## src/rtl/rba_pkg.sv

```systemverilog
package rba_pkg;
  // Register byte offsets, one aligned 32-bit word each
  localparam logic [7:0] CTRL_OFF     = 8'h00;  // Read/write control word
  localparam logic [7:0] STATUS_OFF   = 8'h04;  // Live hardware status, read only
  localparam logic [7:0] EVTCNT_OFF   = 8'h08;  // Event counter, read to clear
  localparam logic [7:0] KEY_OFF      = 8'h0c;  // Write-only key word
  localparam logic [7:0] W1C_OFF      = 8'h10;  // Sticky flags, write one to clear
  localparam logic [7:0] ZCLR_OFF     = 8'h14;  // Sticky flags, write zero to clear
  localparam logic [7:0] LATCH_OFF    = 8'h18;  // Latch-low and latch-high status
  localparam logic [7:0] CMD_OFF      = 8'h1c;  // Self-clearing command bits
  localparam logic [7:0] IRQ_STAT_OFF = 8'h20;  // Interrupt status, read only
  localparam logic [7:0] IRQ_EN_OFF   = 8'h24;  // Interrupt enable
  localparam logic [7:0] IRQ_CLR_OFF  = 8'h28;  // Interrupt clear, write only
  localparam logic [7:0] PHY_CMD_OFF  = 8'h2c;  // PHY management command
  localparam logic [7:0] PHY_DATA_OFF = 8'h30;  // PHY read data and busy flag

  // Word-address mask drops the byte lane bits
  localparam logic [7:0] WORD_MASK    = 8'hfc;

  // Latch register layout: low byte latch-low, next byte latch-high
  localparam int LATCH_W     = 8;
  localparam int LATCH_HI_LSB = 8;

  // Interrupt status bits
  localparam int IRQ_W        = 4;
  localparam int IRQ_LOW_BIT  = 0;
  localparam int IRQ_HIGH_BIT = 1;
  localparam int IRQ_EVT_BIT  = 2;
  localparam int IRQ_PHY_BIT  = 3;

  // PHY command layout
  localparam int PHY_DATA_LSB = 0;
  localparam int PHY_DATA_W   = 16;
  localparam int PHY_REG_LSB  = 16;
  localparam int PHY_ADDR_LSB = 21;
  localparam int PHY_FIELD_W  = 5;
  localparam int PHY_RD_BIT   = 26;
  localparam int PHY_BUSY_BIT = 31;

  // AXI4-Lite responses
  localparam logic [1:0] RESP_OKAY   = 2'h0;
  localparam logic [1:0] RESP_SLVERR = 2'h2;

  // Reset values
  localparam logic [31:0] ZERO_WORD = 32'h0000_0000;

  typedef enum logic {PHY_IDLE, PHY_BUSY} rba_phy_state_type;
endpackage : rba_pkg

```

## src/rtl/rba_register_bank.sv

```systemverilog
`timescale 1ns/1ps
// Functional notes
// Readable fields return current contents; writable fields store host write data.
// Read-only fields return their value and ignore every host write.
// Read-to-clear field zeroes after a completed read; writes do nothing. The code clears when the read address is accepted, before the data handshake.
// Write-only field takes write data; reads return undefined value.
// Write-one-to-clear: bits written one clear, bits written zero stay.
// Write-zero-to-clear: bits written zero clear, bits written one stay.
// Latch-low bit holds low until read, then follows live condition.
// Latch-high bit holds high until read, then follows live condition.
// Self-clearing field returns to zero itself; zero writes do nothing.
// Host writes zeros to reserved fields and ignores their read value.
// Whole register space is reachable through the host management port.
// PHY registers are reached through a serial management command path.
// Clearing read returns pre-clear value; clear visible the next cycle.
// Hardware set beats host clear in the same cycle.
module rba_register_bank #(
  parameter int DATA_W = 32,
  parameter int CNT_W  = 32
) (
  input  wire logic                  clk,
  input  wire logic                  rst_n,
  input  wire logic [7:0]            s_axi_awaddr,
  input  wire logic                  s_axi_awvalid,
  output logic                       s_axi_awready,
  input  wire logic [DATA_W-1:0]     s_axi_wdata,
  input  wire logic [DATA_W/8-1:0]   s_axi_wstrb,
  input  wire logic                  s_axi_wvalid,
  output logic                       s_axi_wready,
  output logic [1:0]                 s_axi_bresp,
  output logic                       s_axi_bvalid,
  input  wire logic                  s_axi_bready,
  input  wire logic [7:0]            s_axi_araddr,
  input  wire logic                  s_axi_arvalid,
  output logic                       s_axi_arready,
  output logic [DATA_W-1:0]          s_axi_rdata,
  output logic [1:0]                 s_axi_rresp,
  output logic                       s_axi_rvalid,
  input  wire logic                  s_axi_rready,
  input  wire logic [DATA_W-1:0]     hwStatus,
  input  wire logic                  countEvent,
  input  wire logic [DATA_W-1:0]     w1cSet,
  input  wire logic [DATA_W-1:0]     zeroClrSet,
  input  wire logic [rba_pkg::LATCH_W-1:0] condLow,
  input  wire logic [rba_pkg::LATCH_W-1:0] condHigh,
  output logic [DATA_W-1:0]          ctrlOut,
  output logic [DATA_W-1:0]          keyOut,
  output logic [DATA_W-1:0]          cmdPulse,
  output logic                       irq,
  output logic                       miimStart,
  output logic                       miimRead,
  output logic [rba_pkg::PHY_FIELD_W-1:0] miimPhyAddr,
  output logic [rba_pkg::PHY_FIELD_W-1:0] miimRegAddr,
  output logic [rba_pkg::PHY_DATA_W-1:0]  miimWrData,
  input  wire logic                  miimDone,
  input  wire logic [rba_pkg::PHY_DATA_W-1:0] miimRdData
);
  // Word address match, shared by read and write decode
  function automatic logic hitReg(input logic [7:0] addr, input logic [7:0] off);
    hitReg = (addr & rba_pkg::WORD_MASK) == off;
  endfunction : hitReg
  // Expand byte strobes into a bit mask
  function automatic logic [DATA_W-1:0] strbMask(input logic [DATA_W/8-1:0] strb);
    logic [DATA_W-1:0] m;
    m = '0;
    for (int i = 0; i < DATA_W/8; i++) begin
      m[i*8 +: 8] = {8{strb[i]}};
    end
    strbMask = m;
  endfunction : strbMask
  logic                   awReadyFf, wReadyFf, bValidFf, arReadyFf, rValidFf;
  logic                   nxt_awReady, nxt_wReady, nxt_bValid, nxt_arReady, nxt_rValid;
  logic                   awHaveFf, wHaveFf, nxt_awHave, nxt_wHave;
  logic [7:0]             awAddrFf, nxt_awAddr;
  logic [DATA_W-1:0]      wDataFf, nxt_wData;
  logic [DATA_W/8-1:0]    wStrbFf, nxt_wStrb;
  logic [1:0]             bRespFf, nxt_bResp, rRespFf, nxt_rResp;
  logic [DATA_W-1:0]      rDataFf, nxt_rData;
  logic [DATA_W-1:0]      ctrlFf, nxt_ctrl, keyFf, nxt_key, pulseFf, nxt_pulse;
  logic [DATA_W-1:0]      w1cFf, nxt_w1c, zeroClrFf, nxt_zeroClr;
  logic [CNT_W-1:0]       cntFf, nxt_cnt;
  logic [rba_pkg::LATCH_W-1:0] lowLatchFf, nxt_lowLatch, highLatchFf, nxt_highLatch;
  logic [rba_pkg::IRQ_W-1:0]   irqStatFf, nxt_irqStat, irqEnFf, nxt_irqEn;
  logic                   irqFf, nxt_irq;
  rba_pkg::rba_phy_state_type phyStateFf, nxt_phyState;
  logic                   miimStartFf, nxt_miimStart, miimReadFf, nxt_miimRead;
  logic [rba_pkg::PHY_FIELD_W-1:0] miimPhyFf, nxt_miimPhy, miimRegFf, nxt_miimReg;
  logic [rba_pkg::PHY_DATA_W-1:0]  miimWrFf, nxt_miimWr, phyRdFf, nxt_phyRd;
  logic              doWrite, rdHit;
  logic [DATA_W-1:0] wMask, wBits;
  logic [rba_pkg::LATCH_W-1:0] lowVal, highVal;
  logic [rba_pkg::IRQ_W-1:0]   irqEvt, irqClr;
  assign doWrite = awHaveFf && wHaveFf && !bValidFf;
  assign rdHit   = s_axi_arvalid && arReadyFf;
  assign wMask   = strbMask(wStrbFf);
  assign wBits   = wDataFf & wMask;
  // Latched views: a latched bit overrides the live condition
  assign lowVal  = condLow & ~lowLatchFf;
  assign highVal = condHigh | highLatchFf;
  // Bus channel handshakes; address and data are taken in either order
  always_comb begin
    nxt_awHave = awHaveFf;
    nxt_awAddr = awAddrFf;
    nxt_wHave  = wHaveFf;
    nxt_wData  = wDataFf;
    nxt_wStrb  = wStrbFf;
    nxt_bValid = bValidFf;
    nxt_bResp  = bRespFf;
    if (s_axi_awvalid && awReadyFf) begin
      nxt_awHave = 1'b1;
      nxt_awAddr = s_axi_awaddr;
    end
    if (s_axi_wvalid && wReadyFf) begin
      nxt_wHave = 1'b1;
      nxt_wData = s_axi_wdata;
      nxt_wStrb = s_axi_wstrb;
    end
    if (bValidFf && s_axi_bready) begin
      nxt_bValid = 1'b0;
    end
    if (doWrite) begin
      nxt_awHave = 1'b0;
      nxt_wHave  = 1'b0;
      nxt_bValid = 1'b1;
      // Unmapped or read-only targets answer with an error, contents untouched
      nxt_bResp  = (hitReg(awAddrFf, rba_pkg::CTRL_OFF) || hitReg(awAddrFf, rba_pkg::KEY_OFF)
                    || hitReg(awAddrFf, rba_pkg::W1C_OFF) || hitReg(awAddrFf, rba_pkg::ZCLR_OFF)
                    || hitReg(awAddrFf, rba_pkg::CMD_OFF) || hitReg(awAddrFf, rba_pkg::IRQ_EN_OFF)
                    || hitReg(awAddrFf, rba_pkg::IRQ_CLR_OFF)
                    || hitReg(awAddrFf, rba_pkg::PHY_CMD_OFF))
                   ? rba_pkg::RESP_OKAY : rba_pkg::RESP_SLVERR;
    end
    nxt_awReady = !nxt_awHave;
    nxt_wReady  = !nxt_wHave;
  end

  // Read channel; the value is captured before any clearing side effect lands
  always_comb begin
    nxt_rValid = rValidFf;
    nxt_rData  = rDataFf;
    nxt_rResp  = rRespFf;
    if (rValidFf && s_axi_rready) begin
      nxt_rValid = 1'b0;
    end
    if (rdHit) begin
      nxt_rValid = 1'b1;
      nxt_rResp  = rba_pkg::RESP_OKAY;
      nxt_rData  = rba_pkg::ZERO_WORD;  // Reserved bits read zero
      if (hitReg(s_axi_araddr, rba_pkg::CTRL_OFF)) begin
        nxt_rData = ctrlFf;
      end else if (hitReg(s_axi_araddr, rba_pkg::STATUS_OFF)) begin
        nxt_rData = hwStatus;
      end else if (hitReg(s_axi_araddr, rba_pkg::EVTCNT_OFF)) begin
        nxt_rData = DATA_W'(cntFf);
      end else if (hitReg(s_axi_araddr, rba_pkg::KEY_OFF)) begin
        nxt_rData = rba_pkg::ZERO_WORD;
      end else if (hitReg(s_axi_araddr, rba_pkg::W1C_OFF)) begin
        nxt_rData = w1cFf;
      end else if (hitReg(s_axi_araddr, rba_pkg::ZCLR_OFF)) begin
        nxt_rData = zeroClrFf;
      end else if (hitReg(s_axi_araddr, rba_pkg::LATCH_OFF)) begin
        nxt_rData[rba_pkg::LATCH_W-1:0] = lowVal;
        nxt_rData[rba_pkg::LATCH_HI_LSB +: rba_pkg::LATCH_W] = highVal;
      end else if (hitReg(s_axi_araddr, rba_pkg::CMD_OFF)) begin
        nxt_rData = pulseFf;
      end else if (hitReg(s_axi_araddr, rba_pkg::IRQ_STAT_OFF)) begin
        nxt_rData[rba_pkg::IRQ_W-1:0] = irqStatFf;
      end else if (hitReg(s_axi_araddr, rba_pkg::IRQ_EN_OFF)) begin
        nxt_rData[rba_pkg::IRQ_W-1:0] = irqEnFf;
      end else if (hitReg(s_axi_araddr, rba_pkg::PHY_DATA_OFF)) begin
        nxt_rData[rba_pkg::PHY_DATA_W-1:0] = phyRdFf;
        nxt_rData[rba_pkg::PHY_BUSY_BIT]   = (phyStateFf == rba_pkg::PHY_BUSY);
      end else if (!hitReg(s_axi_araddr, rba_pkg::IRQ_CLR_OFF)
                   && !hitReg(s_axi_araddr, rba_pkg::PHY_CMD_OFF)) begin
        nxt_rResp = rba_pkg::RESP_SLVERR;
      end
    end
    nxt_arReady = !nxt_rValid;
  end

  // Field storage; hardware sets are ORed in after the host clear
  always_comb begin
    logic wrCtrl, wrKey, wrW1c, wrZero, wrPulse;
    wrCtrl  = doWrite && hitReg(awAddrFf, rba_pkg::CTRL_OFF);
    wrKey   = doWrite && hitReg(awAddrFf, rba_pkg::KEY_OFF);
    wrW1c   = doWrite && hitReg(awAddrFf, rba_pkg::W1C_OFF);
    wrZero  = doWrite && hitReg(awAddrFf, rba_pkg::ZCLR_OFF);
    wrPulse = doWrite && hitReg(awAddrFf, rba_pkg::CMD_OFF);
    nxt_ctrl = wrCtrl ? ((ctrlFf & ~wMask) | wBits) : ctrlFf;
    nxt_key  = wrKey ? ((keyFf & ~wMask) | wBits) : keyFf;
    nxt_w1c  = (wrW1c ? (w1cFf & ~wBits) : w1cFf) | w1cSet;
    // Unstrobed lanes count as ones so they never clear
    nxt_zeroClr = (wrZero ? (zeroClrFf & (wDataFf | ~wMask)) : zeroClrFf) | zeroClrSet;
    // Held one cycle, so the command is a single pulse
    nxt_pulse = wrPulse ? wBits : rba_pkg::ZERO_WORD;
    // Read clear and count collide: the new event survives
    if (rdHit && hitReg(s_axi_araddr, rba_pkg::EVTCNT_OFF)) begin
      nxt_cnt = CNT_W'(countEvent);
    end else begin
      nxt_cnt = cntFf + CNT_W'(countEvent);
    end
    // Reading the latch register releases both latches
    if (rdHit && hitReg(s_axi_araddr, rba_pkg::LATCH_OFF)) begin
      nxt_lowLatch  = ~condLow;
      nxt_highLatch = condHigh;
    end else begin
      nxt_lowLatch  = lowLatchFf | ~condLow;
      nxt_highLatch = highLatchFf | condHigh;
    end
  end

  // Interrupt status, enable and clear; a set in the clear cycle is kept
  always_comb begin
    irqEvt = '0;
    irqEvt[rba_pkg::IRQ_LOW_BIT]  = |(~condLow & ~lowLatchFf);
    irqEvt[rba_pkg::IRQ_HIGH_BIT] = |(condHigh & ~highLatchFf);
    irqEvt[rba_pkg::IRQ_EVT_BIT]  = countEvent;
    irqEvt[rba_pkg::IRQ_PHY_BIT]  = miimDone && (phyStateFf == rba_pkg::PHY_BUSY);
    irqClr = (doWrite && hitReg(awAddrFf, rba_pkg::IRQ_CLR_OFF))
             ? wBits[rba_pkg::IRQ_W-1:0] : '0;
    nxt_irqStat = (irqStatFf & ~irqClr) | irqEvt;
    nxt_irqEn   = (doWrite && hitReg(awAddrFf, rba_pkg::IRQ_EN_OFF))
                  ? wBits[rba_pkg::IRQ_W-1:0] : irqEnFf;
    nxt_irq     = |(nxt_irqStat & nxt_irqEn);
  end

  // PHY management command: one request in flight, later commands dropped while busy
  always_comb begin
    nxt_phyState  = phyStateFf;
    nxt_miimStart = 1'b0;
    nxt_miimRead  = miimReadFf;
    nxt_miimPhy   = miimPhyFf;
    nxt_miimReg   = miimRegFf;
    nxt_miimWr    = miimWrFf;
    nxt_phyRd     = phyRdFf;
    unique case (phyStateFf)
      rba_pkg::PHY_IDLE: begin
        if (doWrite && hitReg(awAddrFf, rba_pkg::PHY_CMD_OFF)) begin
          nxt_phyState  = rba_pkg::PHY_BUSY;
          nxt_miimStart = 1'b1;
          nxt_miimRead  = wDataFf[rba_pkg::PHY_RD_BIT];
          nxt_miimPhy   = wDataFf[rba_pkg::PHY_ADDR_LSB +: rba_pkg::PHY_FIELD_W];
          nxt_miimReg   = wDataFf[rba_pkg::PHY_REG_LSB +: rba_pkg::PHY_FIELD_W];
          nxt_miimWr    = wDataFf[rba_pkg::PHY_DATA_LSB +: rba_pkg::PHY_DATA_W];
        end
      end
      rba_pkg::PHY_BUSY: begin
        if (miimDone) begin
          nxt_phyState = rba_pkg::PHY_IDLE;
          nxt_phyRd    = miimReadFf ? miimRdData : phyRdFf;
        end
      end
    endcase
  end

  // Registers
  always_ff @(posedge clk) begin
    if (!rst_n) begin
      awReadyFf <= 1'b0; wReadyFf <= 1'b0; bValidFf <= 1'b0;
      arReadyFf <= 1'b0; rValidFf <= 1'b0;
      awHaveFf <= 1'b0; wHaveFf <= 1'b0;
      awAddrFf <= '0; wDataFf <= '0; wStrbFf <= '0;
      bRespFf <= rba_pkg::RESP_OKAY; rRespFf <= rba_pkg::RESP_OKAY; rDataFf <= '0;
      ctrlFf <= '0; keyFf <= '0; pulseFf <= '0; w1cFf <= '0; zeroClrFf <= '0; cntFf <= '0;
      lowLatchFf <= '0; highLatchFf <= '0;
      irqStatFf <= '0; irqEnFf <= '0; irqFf <= 1'b0;
      phyStateFf <= rba_pkg::PHY_IDLE; miimStartFf <= 1'b0; miimReadFf <= 1'b0;
      miimPhyFf <= '0; miimRegFf <= '0; miimWrFf <= '0; phyRdFf <= '0;
    end else begin
      awReadyFf <= nxt_awReady; wReadyFf <= nxt_wReady; bValidFf <= nxt_bValid;
      arReadyFf <= nxt_arReady; rValidFf <= nxt_rValid;
      awHaveFf <= nxt_awHave; wHaveFf <= nxt_wHave;
      awAddrFf <= nxt_awAddr; wDataFf <= nxt_wData; wStrbFf <= nxt_wStrb;
      bRespFf <= nxt_bResp; rRespFf <= nxt_rResp; rDataFf <= nxt_rData;
      ctrlFf <= nxt_ctrl; keyFf <= nxt_key; pulseFf <= nxt_pulse;
      w1cFf <= nxt_w1c; zeroClrFf <= nxt_zeroClr; cntFf <= nxt_cnt;
      lowLatchFf <= nxt_lowLatch; highLatchFf <= nxt_highLatch;
      irqStatFf <= nxt_irqStat; irqEnFf <= nxt_irqEn; irqFf <= nxt_irq;
      phyStateFf <= nxt_phyState; miimStartFf <= nxt_miimStart; miimReadFf <= nxt_miimRead;
      miimPhyFf <= nxt_miimPhy; miimRegFf <= nxt_miimReg; miimWrFf <= nxt_miimWr;
      phyRdFf <= nxt_phyRd;
    end
  end

  assign s_axi_awready = awReadyFf;
  assign s_axi_wready  = wReadyFf;
  assign s_axi_bvalid  = bValidFf;
  assign s_axi_bresp   = bRespFf;
  assign s_axi_arready = arReadyFf;
  assign s_axi_rvalid  = rValidFf;
  assign s_axi_rdata   = rDataFf;
  assign s_axi_rresp   = rRespFf;
  assign ctrlOut       = ctrlFf;
  assign keyOut        = keyFf;
  assign cmdPulse      = pulseFf;
  assign irq           = irqFf;
  assign miimStart     = miimStartFf;
  assign miimRead      = miimReadFf;
  assign miimPhyAddr   = miimPhyFf;
  assign miimRegAddr   = miimRegFf;
  assign miimWrData    = miimWrFf;

  // Checks
  ctrl_write_a: assert property (@(posedge clk) disable iff (!rst_n)
    doWrite && hitReg(awAddrFf, rba_pkg::CTRL_OFF) && (&wStrbFf) |=> ctrlFf == $past(wDataFf))
    else $error("control word not stored");
  status_read_a: assert property (@(posedge clk) disable iff (!rst_n)
    rdHit && hitReg(s_axi_araddr, rba_pkg::STATUS_OFF) |=> rDataFf == $past(hwStatus))
    else $error("read-only value wrong");
  cnt_clear_a: assert property (@(posedge clk) disable iff (!rst_n)
    rdHit && hitReg(s_axi_araddr, rba_pkg::EVTCNT_OFF) && !countEvent |=> cntFf == '0)
    else $error("read-to-clear did not clear");
  cnt_value_a: assert property (@(posedge clk) disable iff (!rst_n)
    rdHit && hitReg(s_axi_araddr, rba_pkg::EVTCNT_OFF) |=> rDataFf == DATA_W'($past(cntFf)))
    else $error("clearing read lost old value");
  w1c_clear_a: assert property (@(posedge clk) disable iff (!rst_n)
    doWrite && hitReg(awAddrFf, rba_pkg::W1C_OFF) && w1cSet == '0
    |=> (w1cFf & $past(wBits)) == '0 && (w1cFf == ($past(w1cFf) & ~$past(wBits))))
    else $error("write-one-clear wrong");
  zero_clear_a: assert property (@(posedge clk) disable iff (!rst_n)
    doWrite && hitReg(awAddrFf, rba_pkg::ZCLR_OFF) && zeroClrSet == '0 && (&wStrbFf)
    |=> zeroClrFf == ($past(zeroClrFf) & $past(wDataFf)))
    else $error("write-zero-clear wrong");
  low_latch_a: assert property (@(posedge clk) disable iff (!rst_n)
    ##1 ((~$past(condLow)) & ~lowLatchFf) == '0)
    else $error("latch-low missed a drop");
  high_latch_a: assert property (@(posedge clk) disable iff (!rst_n)
    ##1 ($past(condHigh) & ~highLatchFf) == '0)
    else $error("latch-high missed a rise");
  pulse_clear_a: assert property (@(posedge clk) disable iff (!rst_n)
    pulseFf != '0 && !(doWrite && hitReg(awAddrFf, rba_pkg::CMD_OFF)) |=> pulseFf == '0)
    else $error("self-clearing bit stuck");
  irq_set_a: assert property (@(posedge clk) disable iff (!rst_n)
    ##1 (($past(irqEvt)) & ~irqStatFf) == '0)
    else $error("interrupt event lost");
  phy_start_a: assert property (@(posedge clk) disable iff (!rst_n)
    miimStartFf |-> phyStateFf == rba_pkg::PHY_BUSY ##1 !miimStartFf)
    else $error("phy start not a single pulse");
endmodule : rba_register_bank

```

## config.mk

```make
export PLATFORM = sky130hd
export DESIGN_NAME = rba_register_bank
export DESIGN_NICKNAME = d
export VERILOG_FILES = /design/src/rtl/rba_pkg.sv /design/src/rtl/rba_register_bank.sv
export SDC_FILE = /design/constraint.sdc
export NUM_CORES = 1
export LEC_CHECK = 0
export ABC_AREA = 1
export BUFFER_PORTS_ARGS = -buffer_cell sky130_fd_sc_hd__buf_2
export CAP_MARGIN = 5
export CORE_AREA = 8 8 189 191
export CTS_CLUSTER_SIZE = 28
export DETAILED_ROUTE_END_ITERATION = 10
export DIE_AREA = 0 0 197 199
export PLACE_DENSITY = 0.71
export REMOVE_ABC_BUFFERS = 1
export SETUP_SLACK_MARGIN = 0.15
export SYNTH_ARGS = -nofsm -noshare
export SYNTH_HDL_FRONTEND = slang
export SYNTH_SLANG_ARGS = --single-unit
```

## constraint.sdc

```tcl
create_clock -name clk -period 1.6 [get_ports clk]
set_input_delay 0.24 -clock clk [delete_from_list [all_inputs] [get_ports clk]]
set_output_delay 0.24 -clock clk [all_outputs]
set_load 0.03 [all_outputs]
```

After elaboration in Yosys (flattened, before gate mapping)
Index checks and enable logic that the tools add are counted.
W data, S select, Z words.
{ "op_classes": {"reduce_logical": 43, "muxes": 50, "n_addsub": 1, "n_bitwise": 26, "eq_ne": 19} }
{ "op_table": {"columns": ["op", "count"], "rows": [
  ["$mux W32", 8],
  ["$and A32 B32 Y32", 5],
  ["$or A32 B32 Y32", 5],
  ["$mux W16", 4],
  ["$not A32 Y32", 2],
  ["$eq A6 B4 Y1 const B", 8],
  ["$eq A6 B3 Y1 const B", 7],
  ["$add A32 B1 Y32", 1],
  ["$mux W2", 13],
  ["$and A8 B8 Y8", 3],
  ["$mux W12", 2],
  ["$not A8 Y8", 3],
  ["$logic_and A1 B1 Y1", 19],
  ["$eq A6 B2 Y1 const B", 3],
  ["$logic_not A8 Y1", 2],
  ["$mux W4", 4],
  ["$mux W8", 2],
  ["$or A8 B8 Y8", 2],
  ["$reduce_or A8 Y1", 2],
  ["$mux W1", 15],
  ["$mux W15", 1],
  ["$and A4 B4 Y4", 2],
  ["$logic_or A1 B1 Y1", 7],
  ["$eq A6 B1 Y1 const B", 1],
  ["10 further kinds", 18]
]} }
{ "word_totals": {"output_inout_bits": 166, "elab_cells": 171, "input_bits": 189, "ff_bits": 349} }

Depth between registers and ports, before layout
{ "depth": {"depth_word": 15, "ltp_mapped": 13} }

Worst setup path before layout
Ideal clock, no wire load.
{ "synth_path": {"kind": "register to register", "start": "register cntFf[0]", "end": "register cntFf[26]", "stages_incl_launch_ff": 12, "required_time_ns": 1.520, "setup_time_ns": 0.080, "synth_period_minus_slack_ns": 1.767, "slack_ns": -0.167, "arrival_time_ns": 1.687, "path_cell_list": "dfxtp_1 ha_1 ha_1 nand2_1 nor2_2 nand2_1 nor2_4 nand4_4 nor2_1 nand2_1 nand2_1 nor3b_1"} }
{ "synth_via": {"elab_chain_len": 1} }
{ "synth_lines": {"columns": ["element", "line_no", "source"], "rows": [
  ["start: declaration", "rba_register_bank.sv:81", "logic [CNT_W-1:0] cntFf, nxt_cnt;"],
  ["start signal: assignment", "rba_register_bank.sv:276", "w1cFf <= nxt_w1c; zeroClrFf <= nxt_zeroClr; cntFf <= nxt_cnt;"],
  ["$add A32 B1 Y32", "rba_register_bank.sv:200", "nxt_cnt = cntFf + CNT_W'(countEvent);"]
]} }
No other way between the ends.
A chain may end at the register's enable or synchronous reset.

Worst setup path in the final report
{ "layout_path": {"start": "register cntFf[0]", "end": "register cntFf[27]"} }
Same word-level chain as after synthesis.

==> results_dict.tcl <==
set metrics [dict create \
    dr.pass1.iters 6 \
    cp-start-kind "register" \
    skew_ns 0.0128 \
    yosys-top-cells-count "nand2_1, dfxtp_1, a21oi_1" \
    power_density_nw_per_um2 879 \
    multi_input_area_um2 7830 \
    status "complete, but fails checks" \
    antenna_left 0 \
    antenna_found_initial 1 \
    ctsLongestPathBuffers 3 \
    drv_slew 0 \
    nets 2785 \
    die_y_um 199 \
    cts_max_level 2 \
    n_antenna_cell 0 \
    gp_congestion 0.897 \
    hold_path.class "in -> reg" \
    synth_area_leader_cell "dfxtp_1" \
    yosysUniqueCellTypes 39 \
    fp-row-count 67 \
    synth_top_area_share 0.476 \
    critPathMaxStageDelay_ns 0.35 \
    min_period_over_period 1.12 \
    syn_area_um2 14500 \
    die_area_um2 39200 \
    drt-total-wl_um 62500 \
    worst-endpoint-arrival_ns 2.24 \
    async_flop_share 0 \
    ys.flop_type "dfxtp_1" \
    start_util 0.441 \
    rsz0062_at_grt "true" \
    period_needed_ns 1.79 \
    via_per_inst 5.40 \
    worstSetupPathType "reg -> reg" \
    hold_violations 0 \
    timing.slew.headroom 0.625 \
    num-fill-cells 2493 \
    drive_gt1_frac 0.366 \
    ys_top_cells_by_area "dfxtp_1, a21oi_1, nand2_1" \
    maxCapViolCount 0 \
    place_ws_ns -0.287 \
    cts_buffers 38 \
    fmax_mhz 557 \
    grt_pass1_vias 16400 \
    root_buffer "clkbuf_16" \
    setup-tns-final_ns -18.76 \
    worstSkewPairLatency_ns 0.53 \
    ir_drop_v 0.000742 \
    critPathCaptureType "register" \
    synth_edf_count 0 \
    synthToLayoutAreaGrowth_pct 57.9 \
    crit_path_top_delay_cell "dfxtp_2" \
    yosysSeqAreaShare 0.476 \
    gr-total-overflow 0 \
    drt_iter0_drc 1205 \
    path_clk_slew_ns 0.06 \
    dpl.hpwl_um 38100 \
    leakagePower_nw 9.85 \
    cp_cell_sequence "ha_4 -> buf_6 -> nand3_4 -> nor3_4 -> nand2_4 -> nor3b_4 -> nand2_4 -> nor3_2 -> nor2_1 -> nor3_1" \
    final-seq-area_um2 6910 \
    drc 0 \
    dieWidth_um 197 \
    critPathMostFrequentCell "nand2_4" \
    yosys.cell_count.top_type "nand2_1" \
    clock-sinks 345 \
    synth_cells 2008 \
    grt_max_degree 83 \
    violations "setup timing" \
    io_buffers 348 \
    syn_area_per_cell_um2 7.22 \
    critPathRequiredTime_ns 2.05 \
    fin_ws_ns -0.195 \
    cts_tree "yes" \
    synth-seq-cells 345 \
    crit_fanout 6 \
    tightestPinTransition_ns 0.561 \
    wl_per_cell_um 20.4 \
    pin_count 355 \
    core_um2 32900 \
    num_vias 16500 \
    grt_pass1_wl_um 89200 \
    yosysWarnings 0 \
    setup_violations 206 \
    grt_use_total 0.287 \
]
-- layout make-up --
cell class	count	share of cell area
Timing Repair Buffer	651	0.230
Multi-Input combinational cell	1285	0.342
Inverter	273	0.0457
Sequential cell	345	0.302
Clock inverter	6	0.00361
Clock buffer	59	0.0526
Tap cell	448	0.0245
-- path summary, 6_finish.rpt --
| path | from | end | slack [ns] | depth (start not counted) |
|---|---|---|---|---|
| max | cntFf[0] | cntFf[27] | -0.19 | 10 |
| min | s_axi_awaddr[2] | awAddrFf[2] | 0.005 | 3 |
| max reg2reg | cntFf[0] | cntFf[27] | -0.19 | 10 |
| min reg2reg | register | register | 0.44 | 2 |
-- worst max-delay path: cells and delay by family (launching register included) --
family / cells / cell delay (ns)
simple gates: 8 / 1.11
fa+ha+maj: 1 / 0.15
buf+inv: 1 / 0.11
flops: 1 / 0.35
-- cell usage in the layout (no fill, tap or decap), types with 48 or more instances in the layout --
cell type and instances:
inv_1 260, buf_4 111, dlygate4sd3_1 104, nand2_1 313
o21ai_2 83, nor2_1 123, a21oi_2 62, buf_2 347
nand3_1 48, o21ai_0 113, a21oi_1 256, clkbuf_16 48
dfxtp_1 339
-- cell families after synthesis --
group	synth area share
buf+inv	0.101
compound gates	0.211
fa+ha+maj	0.00173
xor+xnor	0.00423
simple gates	0.205
other cells	0.000259
flops	0.476
-- repair_timing --
| item | 4_1_cts | 5_1_grt |
|---|---|---|
| pin swaps | 33 | 73 |
| hold buffers | 104 | 0 |
| hold endpoints to repair | 104 | 0 |
| gates resized for setup | 343 | 240 |
| gates cloned | 14 | 8 |
| endpoints found under the setup margin | 222 | 224 |
| setup buffers | 22 | 15 |
-- report_power, final --
group          switching, W  internal (W)
logic               0.00105      0.000854
registers          0.000289       0.00885
clock network       0.00361       0.00547
total               0.00495        0.0152
-- stage by stage --
step / std cells / hold WS (ns) / instance area (µm²) / power, W / utilization
detailed placement: 2839 / 0.431 / 17800 / 0.0106 / 0.541
global placement: 2839 / 0.428 / 17800 / 0.0106 / 0.541
CTS: 3044 / 0.000453 / 21600 / 0.0200 / 0.658
global route: 3067 / 0.0210 / 22900 / 0.0207 / 0.697
floorplan: 1903 / 0.374 / 14100 / 0.00986 / -
finish: 3067 / 0.00544 / 22900 / 0.0201 / 0.697
-- routing by layer --
metal  global-route usage  vias up  part of all wire
met1                0.345     7753              0.38
li1                     -     7712                 -
met2                0.488      876              0.48
met3               0.0663      205             0.092
met5                    0        -           0.00019
met4                0.121        2             0.047
Note: power is estimated with default switching activity, not from simulation.
